===== config.mk =====
export PLATFORM = sky130hd
export DESIGN_NAME = adc_result_check_and_stats
export DESIGN_NICKNAME = d
export VERILOG_FILES = /design/src/adc_stats_pkg.sv /design/src/limit_check.sv /design/src/stats_engine.sv /design/src/adc_result_check_and_stats.sv
export SDC_FILE = /design/constraint.sdc
export NUM_CORES = 2
export LEC_CHECK = 0
export BUFFER_PORTS_ARGS = -buffer_cell sky130_fd_sc_hd__clkbuf_2
export CAP_MARGIN = 20
export CORE_MARGIN = 3
export CORE_UTILIZATION = 35
export DETAILED_ROUTE_END_ITERATION = 10
export SLEW_MARGIN = 30
export SYNTH_ARGS = -nofsm -noshare
export SYNTH_HDL_FRONTEND = slang
export SYNTH_HIERARCHICAL = 1
export SYNTH_SLANG_ARGS = --single-unit

===== constraint.sdc =====
create_clock -name core_clk -period 34.4 [get_ports core_clk]
set_input_delay 0 -clock core_clk [delete_from_list [all_inputs] [get_ports core_clk]]
set_output_delay 0 -clock core_clk [all_outputs]
set_load 0.01 [all_outputs]

===== src/adc_stats_pkg.sv =====
// Shared constants, field layouts and carrier types for the result checker
package adc_stats_pkg;
    // Widths
    localparam int DATA_W = 16;
    localparam int ADDR_W = 16;
    localparam int BUS_W = 32;
    localparam int CNT_W = 8;
    localparam int SUM_W = 23;
    localparam int SQ_W = 39;
    localparam int WIDE_W = 46;
    localparam int VAR_W = 31;
    // Register byte addresses
    localparam logic [15:0] ADDR_UPPER_THR = 16'h20b0;
    localparam logic [15:0] ADDR_UPPER_HYST = 16'h20b4;
    localparam logic [15:0] ADDR_DELTA = 16'h20b8;
    localparam logic [15:0] ADDR_VAR = 16'h21c0;
    localparam logic [15:0] ADDR_CTRL = 16'h21c4;
    localparam logic [15:0] ADDR_MEAN = 16'h21c8;
    localparam logic [15:0] ADDR_FLAGS = 16'h21d0;
    // Statistics control field positions
    localparam int CTRL_EN_BIT = 0;
    localparam int CTRL_SEL_LSB = 4;
    localparam int CTRL_SEL_MSB = 6;
    localparam int CTRL_USED_MSB = 11;
    // Flag bit positions
    localparam int FLAG_UPPER_BIT = 0;
    localparam int FLAG_DELTA_BIT = 1;
    // Reset values
    localparam logic [15:0] RST_16 = 16'h0000;
    localparam logic [31:0] RST_32 = 32'h0000_0000;
    localparam logic [11:0] RST_CTRL = 12'h000;
    // Block length codes and their log2 lengths
    localparam logic [2:0] SEL_128 = 3'h0;
    localparam logic [2:0] SEL_64 = 3'h1;
    localparam logic [2:0] SEL_32 = 3'h2;
    localparam logic [2:0] SEL_16 = 3'h3;
    localparam logic [2:0] SEL_8 = 3'h4;
    localparam logic [2:0] LOG_128 = 3'h7;
    localparam logic [2:0] LOG_64 = 3'h6;
    localparam logic [2:0] LOG_32 = 3'h5;
    localparam logic [2:0] LOG_16 = 3'h4;
    localparam logic [2:0] LOG_8 = 3'h3;

    // One conversion result with its strobe
    typedef struct packed {
        logic valid;
        logic [15:0] data;
    } sample_t;

    // One register bus request
    typedef struct packed {
        logic wr;
        logic rd;
        logic [15:0] addr;
        logic [31:0] wdata;
    } bus_req_t;

    // Log2 of the block length; undefined codes fall to the shortest block
    function automatic logic [2:0] block_log2(input logic [2:0] sel);
        case (sel)
            SEL_128: block_log2 = LOG_128;
            SEL_64: block_log2 = LOG_64;
            SEL_32: block_log2 = LOG_32;
            SEL_16: block_log2 = LOG_16;
            SEL_8: block_log2 = LOG_8;
            default: block_log2 = LOG_8;
        endcase
    endfunction
endpackage


===== src/limit_check.sv =====
// Upper threshold with hysteresis and consecutive-result delta checks
module limit_check (
    input wire logic core_clk,
    input wire logic rst_b,
    input wire adc_stats_pkg::sample_t sample,
    input wire logic [15:0] upper_threshold,
    input wire logic [15:0] upper_hysteresis_value,
    input wire logic [15:0] delta_limit_value,
    input wire logic clr_upper,
    input wire logic clr_delta,
    output logic upper_limit_flag,
    output logic delta_error_flag
);
    logic [15:0] prev_r; // Last accepted result
    logic prev_seen_r; // A previous result exists
    logic [16:0] release_sum; // Result plus hysteresis, no wrap
    logic [15:0] abs_diff; // Distance to previous result

    // Release test in 17 bits so a large hysteresis cannot wrap
    assign release_sum = {1'b0, sample.data} + {1'b0, upper_hysteresis_value};
    assign abs_diff = (sample.data > prev_r) ? sample.data - prev_r : prev_r - sample.data;

    // Upper flag: set wins, hysteresis release, then software clear
    always_ff @(posedge core_clk) begin
        if (!rst_b) begin
            upper_limit_flag <= 1'b0;
        end else if (sample.valid && sample.data > upper_threshold) begin
            upper_limit_flag <= 1'b1;
        end else if (sample.valid && release_sum < {1'b0, upper_threshold}) begin
            upper_limit_flag <= 1'b0;
        end else if (clr_upper) begin
            upper_limit_flag <= 1'b0;
        end
    end

    // Previous result, needed before any delta can be judged
    always_ff @(posedge core_clk) begin
        if (!rst_b) begin
            prev_r <= adc_stats_pkg::RST_16;
            prev_seen_r <= 1'b0;
        end else if (sample.valid) begin
            prev_r <= sample.data;
            prev_seen_r <= 1'b1;
        end
    end

    // Delta flag is sticky until software clears it; set wins
    always_ff @(posedge core_clk) begin
        if (!rst_b) begin
            delta_error_flag <= 1'b0;
        end else if (sample.valid && prev_seen_r && abs_diff > delta_limit_value) begin
            delta_error_flag <= 1'b1;
        end else if (clr_delta) begin
            delta_error_flag <= 1'b0;
        end
    end
endmodule


===== src/stats_engine.sv =====
// Block mean and population variance over a selectable number of results
module stats_engine (
    input wire logic core_clk,
    input wire logic rst_b,
    input wire adc_stats_pkg::sample_t sample,
    input wire logic stats_enable,
    input wire logic [2:0] sample_count_sel,
    output logic [15:0] mean_q,
    output logic [30:0] var_q,
    output logic block_done,
    output logic [7:0] sample_idx
);
    logic [22:0] sum_r; // Running sum
    logic [38:0] sq_r; // Running sum of squares
    logic [22:0] sum_nxt;
    logic [38:0] sq_nxt;
    logic [2:0] k; // Log2 of block length
    logic [7:0] last_idx; // Index of final sample in block
    logic last;
    logic [45:0] spread; // N*sum(x^2) - sum(x)^2

    assign k = adc_stats_pkg::block_log2(sample_count_sel);
    assign last_idx = 8'((9'h001 << k) - 9'h001);
    assign last = sample.valid && sample_idx >= last_idx;
    assign sum_nxt = sum_r + 23'(sample.data);
    // Operands widened first so the square is never cut to 16 bits
    assign sq_nxt = sq_r + 39'(sample.data) * 39'(sample.data);
    // Single division by N*N keeps the rounding to one step
    assign spread = (46'(sq_nxt) << k) - (46'(sum_nxt) * 46'(sum_nxt));

    // Accumulators restart after each block and while disabled
    always_ff @(posedge core_clk) begin
        if (!rst_b || !stats_enable) begin
            sum_r <= '0;
            sq_r <= '0;
            sample_idx <= '0;
        end else if (last) begin
            sum_r <= '0;
            sq_r <= '0;
            sample_idx <= '0;
        end else if (sample.valid) begin
            sum_r <= sum_nxt;
            sq_r <= sq_nxt;
            sample_idx <= sample_idx + 8'h01;
        end
    end

    // Results move only at a block end; disabled keeps them
    always_ff @(posedge core_clk) begin
        if (!rst_b) begin
            mean_q <= adc_stats_pkg::RST_16;
            var_q <= '0;
            block_done <= 1'b0;
        end else begin
            block_done <= stats_enable && last;
            if (stats_enable && last) begin
                mean_q <= 16'(sum_nxt >> k);
                var_q <= 31'(spread >> {k, 1'b0});
            end
        end
    end
endmodule


===== src/adc_result_check_and_stats.sv =====
// Result checker and statistics block with its register port
module adc_result_check_and_stats (
    input wire logic core_clk,
    input wire logic rst_b,
    input wire adc_stats_pkg::sample_t sample_in,
    input wire adc_stats_pkg::bus_req_t bus_req,
    output logic [31:0] bus_rdata,
    output logic upper_limit_flag,
    output logic delta_error_flag
);
    // Software registers
    logic [15:0] upper_threshold_r; // Upper compare level
    logic [15:0] upper_hysteresis_r; // Release margin
    logic [15:0] delta_limit_r; // Allowed step
    logic [11:0] stats_control_r; // Enable, reserved, count, deviation
    logic [31:0] rdata_r; // Read data register
    // Decoded strobes and control fields
    logic clr_upper;
    logic clr_delta;
    logic stats_enable;
    logic [2:0] sample_count_sel;
    logic [4:0] deviation_config; // Stored only, no logic behind it
    // Statistics results
    logic [15:0] mean_q;
    logic [30:0] var_q;
    logic block_done;
    logic [7:0] sample_idx;

    // Control fields
    assign stats_enable = stats_control_r[adc_stats_pkg::CTRL_EN_BIT];
    assign sample_count_sel =
        stats_control_r[adc_stats_pkg::CTRL_SEL_MSB:adc_stats_pkg::CTRL_SEL_LSB];
    assign deviation_config =
        stats_control_r[adc_stats_pkg::CTRL_USED_MSB:adc_stats_pkg::CTRL_SEL_MSB + 1];

    // Write strobe aimed at one register address
    function automatic logic wr_hit(input adc_stats_pkg::bus_req_t req, input logic [15:0] a);
        wr_hit = req.wr && req.addr == a;
    endfunction

    // Write-one-to-clear on the flag register
    assign clr_upper = wr_hit(bus_req, adc_stats_pkg::ADDR_FLAGS)
        && bus_req.wdata[adc_stats_pkg::FLAG_UPPER_BIT];
    assign clr_delta = wr_hit(bus_req, adc_stats_pkg::ADDR_FLAGS)
        && bus_req.wdata[adc_stats_pkg::FLAG_DELTA_BIT];

    // Threshold register
    always_ff @(posedge core_clk) begin
        if (!rst_b) begin
            upper_threshold_r <= adc_stats_pkg::RST_16;
        end else if (wr_hit(bus_req, adc_stats_pkg::ADDR_UPPER_THR)) begin
            upper_threshold_r <= bus_req.wdata[15:0];
        end
    end

    // Hysteresis register
    always_ff @(posedge core_clk) begin
        if (!rst_b) begin
            upper_hysteresis_r <= adc_stats_pkg::RST_16;
        end else if (wr_hit(bus_req, adc_stats_pkg::ADDR_UPPER_HYST)) begin
            upper_hysteresis_r <= bus_req.wdata[15:0];
        end
    end

    // Delta limit register
    always_ff @(posedge core_clk) begin
        if (!rst_b) begin
            delta_limit_r <= adc_stats_pkg::RST_16;
        end else if (wr_hit(bus_req, adc_stats_pkg::ADDR_DELTA)) begin
            delta_limit_r <= bus_req.wdata[15:0];
        end
    end

    // Statistics control; reserved bits 3:1 are kept as written
    always_ff @(posedge core_clk) begin
        if (!rst_b) begin
            stats_control_r <= adc_stats_pkg::RST_CTRL;
        end else if (wr_hit(bus_req, adc_stats_pkg::ADDR_CTRL)) begin
            stats_control_r <= bus_req.wdata[11:0];
        end
    end

    // Read mux; data stand one cycle, zero otherwise and when unmapped
    always_ff @(posedge core_clk) begin
        if (!rst_b) begin
            rdata_r <= adc_stats_pkg::RST_32;
        end else if (bus_req.rd) begin
            case (bus_req.addr)
                adc_stats_pkg::ADDR_UPPER_THR: rdata_r <= {16'h0000, upper_threshold_r};
                adc_stats_pkg::ADDR_UPPER_HYST: rdata_r <= {16'h0000, upper_hysteresis_r};
                adc_stats_pkg::ADDR_DELTA: rdata_r <= {16'h0000, delta_limit_r};
                adc_stats_pkg::ADDR_VAR: rdata_r <= {1'b0, var_q};
                adc_stats_pkg::ADDR_CTRL: rdata_r <= {20'h0_0000, stats_control_r};
                adc_stats_pkg::ADDR_MEAN: rdata_r <= {16'h0000, mean_q};
                adc_stats_pkg::ADDR_FLAGS: rdata_r <= {30'h0000_0000,
                    delta_error_flag, upper_limit_flag};
                default: rdata_r <= adc_stats_pkg::RST_32;
            endcase
        end else begin
            rdata_r <= adc_stats_pkg::RST_32;
        end
    end

    assign bus_rdata = rdata_r;

    // Threshold, hysteresis and delta checks
    limit_check u_limit (
        .core_clk(core_clk),
        .rst_b(rst_b),
        .sample(sample_in),
        .upper_threshold(upper_threshold_r),
        .upper_hysteresis_value(upper_hysteresis_r),
        .delta_limit_value(delta_limit_r),
        .clr_upper(clr_upper),
        .clr_delta(clr_delta),
        .upper_limit_flag(upper_limit_flag),
        .delta_error_flag(delta_error_flag)
    );

    // Mean and variance per block
    stats_engine u_stats (
        .core_clk(core_clk),
        .rst_b(rst_b),
        .sample(sample_in),
        .stats_enable(stats_enable),
        .sample_count_sel(sample_count_sel),
        .mean_q(mean_q),
        .var_q(var_q),
        .block_done(block_done),
        .sample_idx(sample_idx)
    );

    // Checking helpers: previous result as the checker sees it
    logic [15:0] chk_prev_r;
    logic chk_seen_r;
    logic [16:0] chk_rel;
    logic [15:0] chk_diff;
    logic [7:0] chk_last;

    always_ff @(posedge core_clk) begin
        if (!rst_b) begin
            chk_prev_r <= adc_stats_pkg::RST_16;
            chk_seen_r <= 1'b0;
        end else if (sample_in.valid) begin
            chk_prev_r <= sample_in.data;
            chk_seen_r <= 1'b1;
        end
    end

    assign chk_rel = {1'b0, sample_in.data} + {1'b0, upper_hysteresis_r};
    assign chk_diff = (sample_in.data > chk_prev_r) ?
        sample_in.data - chk_prev_r : chk_prev_r - sample_in.data;
    assign chk_last = 8'((9'h001 << adc_stats_pkg::block_log2(sample_count_sel)) - 9'h001);
endmodule


## Yosys cells after proc, flatten, opt, wreduce, memory -nomap -nowiden

Cells that the tools add are included.

- Output and inout bits: 34
- Bits in writable memories: 0
- Latch bits: 0
- Memories kept: 0
- Input bits: 69
- Bits in registers: 228
- ROM bits: 0

- Mux-type cells: 8
- Reductions and logical operators: 21
- Multiply operators: 2
- Equality and inequality tests: 10
- Bitwise operators: 0
- Shifts and indexed selects: 4
- Add/subtract/negate cells: 8
- Divide/modulo/power cells: 0
- Magnitude comparators: 5

Operators by type and width:

| cell | count |
|---|---|
| 31-bit one-hot mux with 7 select lines | 1 |
| 16-bit by 14-bit == test with 1-bit output, second input constant | 7 |
| 16-bit greater-than comparator | 3 |
| 23-bit by 23-bit multiplier with 46-bit output | 1 |
| 39-bit by 3-bit left shift with 46-bit output | 1 |
| 46-bit by 4-bit right shift with 31-bit output | 1 |
| 46-bit subtractor | 1 |
| 39-bit by 32-bit adder with 39-bit output | 1 |
| 16-bit by 16-bit multiplier with 32-bit output | 1 |
| 16-bit subtractor | 2 |
| 23-bit by 16-bit adder with 23-bit output | 1 |
| 23-bit by 3-bit right shift with 16-bit output | 1 |
| 16-bit by 16-bit adder with 17-bit output | 1 |
| 17-bit by 16-bit < comparator with 1-bit output | 1 |
| 16-bit 2-to-1 mux | 1 |
| 1-bit logical AND | 13 |
| 3-bit one-hot mux with 4 select lines | 1 |
| 8-bit by 1-bit adder with 8-bit output, second input constant | 1 |
| 8-bit greater-or-equal comparator | 1 |
| 1-bit by 3-bit left shift with 8-bit output, first input constant | 1 |
| 8-bit by 1-bit subtractor with 8-bit output, second input constant | 1 |
| 3-bit by 2-bit == test with 1-bit output, second input constant | 2 |
| 1-bit 2-to-1 mux | 5 |
| 3-bit by 1-bit == test with 1-bit output, second input constant | 1 |
| other kinds (7) | 8 |

## Depth between registers and ports, before layout

- Word-level depth: 7
- Mapped depth: 49

## Cells and area by module

Netlist, hierarchy kept.

Modules (own cells, without submodules):

| module | cells an instance | area an instance (µm²) | instances | sequential area each (µm²) |
|---|---|---|---|---|
| stats_engine | 3938 | 33215.6 | 1 | 2362.3 |
| limit_check | 517 | 4171.5 | 1 | 380.4 |
| adc_result_check_and_stats | 468 | 4142.7 | 1 | 1821.7 |

## Worst setup path after synthesis

Ideal clock, no wire load.

- Kind: in2reg
- Start: input port sample_in[3] (netlist name)
- End: register u_stats.var_q[20]
- Path buffers: 1
- Arrival time: 11.527 ns
- Slack: 22.815 ns
- Stages: 46
- Cells stage by stage: clkbuf_1 -> nand2_1 -> inv_1 -> fa_1 -> inv_1 -> fa_1 -> fa_1 -> fa_1 -> inv_1 -> fa_1 -> inv_1 -> fa_1 -> inv_1 -> ha_1 -> and3_1 -> a31o_2 -> or2_2 -> a21oi_1 -> (+10 left out) -> inv_1 -> fa_1 -> inv_1 -> fa_1 -> inv_1 -> fa_1 -> inv_1 -> ha_1 -> and4_1 -> a21oi_1 -> a21boi_0 -> o21a_1 -> nor4_2 -> o311ai_4 -> xnor2_1 -> mux4_2 -> o21ai_1 -> o211a_1

- Cells in the longest elaborated chain, start to end: 5

RTL lines:

| element | RTL line | RTL |
|---|---|---|
| from (decl) | adc_result_check_and_stats.sv:5 | `input wire adc_stats_pkg::sample_t sample_in,` |
| 16-bit by 16-bit multiplier with 32-bit output | stats_engine.sv:27 | `assign sq_nxt = sq_r + 39'(sample.data) * 39'(sample.data);` |
| 39-bit by 32-bit adder with 39-bit output | stats_engine.sv:27 |  |
| 39-bit by 3-bit left shift with 46-bit output | stats_engine.sv:29 | `assign spread = (46'(sq_nxt) << k) - (46'(sum_nxt) * 46'(sum_nxt));` |
| 46-bit subtractor * | stats_engine.sv:29 |  |
| 46-bit by 4-bit right shift with 31-bit output * | stats_engine.sv:58 | `var_q <= 31'(spread >> {k, 1'b0});` |
| to (signal assigned) | stats_engine.sv:58 |  |
| to (decl) | stats_engine.sv:9 | `output logic [30:0] var_q,` |

Mark *: on every way between the ends. The rest lies on a longest branch, timed or not.
A chain may end at the register's enable or synchronous reset.

## Worst setup path after layout

Same ends and word-level chain as after synthesis.

==> flow_summary_export.csv <==
group,metric,value,unit
clock_network,cts.clk_slew.worst_paths,0.06,ns
timing,finalSetupTns,0,ns
global_route,grt_remaining_overflow,0,
worst_setup_path,critPathRequiredTime,34.90,ns
global_route,grtUsageTotal,20.8,%
finish,insertedDiodeCount,0,
die,coreArea,117000,um^2
clock_network,tritoncts,"yes",
clock_network,clock_path_buffers,3,
drt,drt-total-wl,127000,um
finish,final_common_cell,"inv_1",
synthesis,syn_area,41500,um^2
synthesis,ys.warnings.count,6,
global_route,grt_pass1_vias,35000,
finish,area_delta_synth_final,7.94,%
worst_setup_path,worst_setup_path_start_kind,"input pin",
die,die_h,350,um
finish,final_cell_mix,"1050 x inv_1, 643 x fa_1, 389 x ha_1",
global_route,grt_first_pass_wirelength,200000,um
drt,viasPerCell,5.27,
worst_setup_path,path_max_fanout,22,
drt,antenna_left,0,
drt,wl_per_cell,19.6,um
placement,gp_congestion,0.923,
finish,nets,6014,
finish,drive_above_1_share,5.75,%
timing,slew_violations,0,
clock_network,ctsResizeCount,0,
drt,post-route-drc-count,0,
timing,fmax,78.0,MHz
global_route,grt_max_degree,76,
finish,regArea,4550,um^2
placement,port_buffers,85,
die,ios,103,
worst_hold_path,hp-class,"in -> reg",
status,run_status,"finished, final reports clean",
worst_setup_path,crit_buf_inv,11,
clock_network,insertion_delay,0.61,ns
finish,fillers,11900,
timing,slew_headroom,32.2,%
run,maxCapViolCount,0,
drt,vias,34100,
timing,rsz0062_at_grt,"false",
worst_setup_path,slowest_delay,0.61,ns
clock_network,cts-root-buf,"clkbuf_16",
global_route,antenna_found_initial,1,
placement,dp_hpwl,97700,um
worst_setup_path,crit_family,"adder cells",
worst_setup_path,critical_path.endpoint_type,"flip-flop",
timing,hold_viol,0,
drt,drt_pass1_iterations,6,
die,initial_core_util,35.5,%
die,rows,125,
drt,drt_iter0_drc,2673,
timing,fin_worst_skew,0.0355,ns
timing,min_period,12.82,ns
synthesis,syn_area_per_cell,8.43,um^2
die,die_width,350,um
worst_setup_path,critPathArrivalTime,13.32,ns
timing,setup_viol,0,
clock_network,htreeDepth,1,
finish,multi_input_area,32100,um^2
clock_network,cts_buffers,29,
worst_setup_path,slowest_stage,"fa_1",
timing,min_period_over_period,37.3,%
synthesis,synthCells,4922,
die,dieArea,123000,um^2
worst_setup_path,crit_top_cell,"fa_1",
timing,worst_slew_pin_slew,1.02,ns
worst_setup_path,path_class,"in -> reg",
clock_network,clkSinkCount,227,
-- final timing paths --
path	start	end	slack, ns	cells after the start
setup reg to reg	u_stats/sq_r[10]	u_stats/var_q[20]	22.49	41
hold / removal	sample_in[12]	u_limit/prev_r[12]	0.03	4
hold reg to reg	u_stats/var_q[24]	bus_rdata[24]	0.45	1
setup / recovery	sample_in[3]	u_stats/var_q[20]	21.58	46
-- state kept, by name, summed over array words and instances, names as in the netlist --
name / cells
stats_control_r: 12
u_stats/mean_q: 16
bus_rdata: 31
upper_hysteresis_r: 16
u_limit/upper_limit_flag: 1
u_stats/sum_r: 23
upper_threshold_r: 16
u_limit/prev_r: 16
delta_limit_r: 16
u_limit/prev_seen_r: 1
u_stats/sq_r: 39
u_stats/sample_idx: 8
u_limit/delta_error_flag: 1
u_stats/var_q: 31
-- through the flow --
stage                     utilization (%)  instance area, um^2  hold slack, ns  setup slack [ns]  cells
after detailed placement             37.1                43400           0.304             21.02   6374
final                                38.3                44800          0.0299             21.58   6460
after floorplan                         -                41500           0.152             22.81   4926
after global routing                 38.3                44800          0.0688             21.06   6460
after CTS                            38.3                44800         0.00445             21.64   6459
after global placement               37.1                43400           0.295             21.03   6374
-- worst min-delay path, stage by stage --
cell	delay, ns
clkbuf_2	0.08
buf_4	0.24
mux2i_1	0.17
nor2b_1	0.05
-- routing by layer --
metal	GRT usage (%)	routed length, um	vias to the layer above
li1	-	-	15800
met1	26.5	52800	17000
met2	36.2	61300	1009
met3	2.46	7590	223
met4	7.69	5250	0
met5	0	0	-
-- layout make-up --
type | count | share of cell area, %
timing repair buffer | 181 | 2.75
sequential | 227 | 10.2
tap | 1524 | 4.26
clock inverter | 15 | 0.461
inverter | 1059 | 8.87
multi-input combinational | 3415 | 71.7
clock buffer | 39 | 1.84
-- timing repair --
| action | CTS | global route |
|---|---|---|
| setup buffers | 0 | 0 |
| hold buffers | 31 | 0 |
| hold endpoints to repair | 100 | 0 |
Power is left out: the tool's default activity adds up to more than one toggle a clock period on the data nets, which glitch-free logic cannot reach.
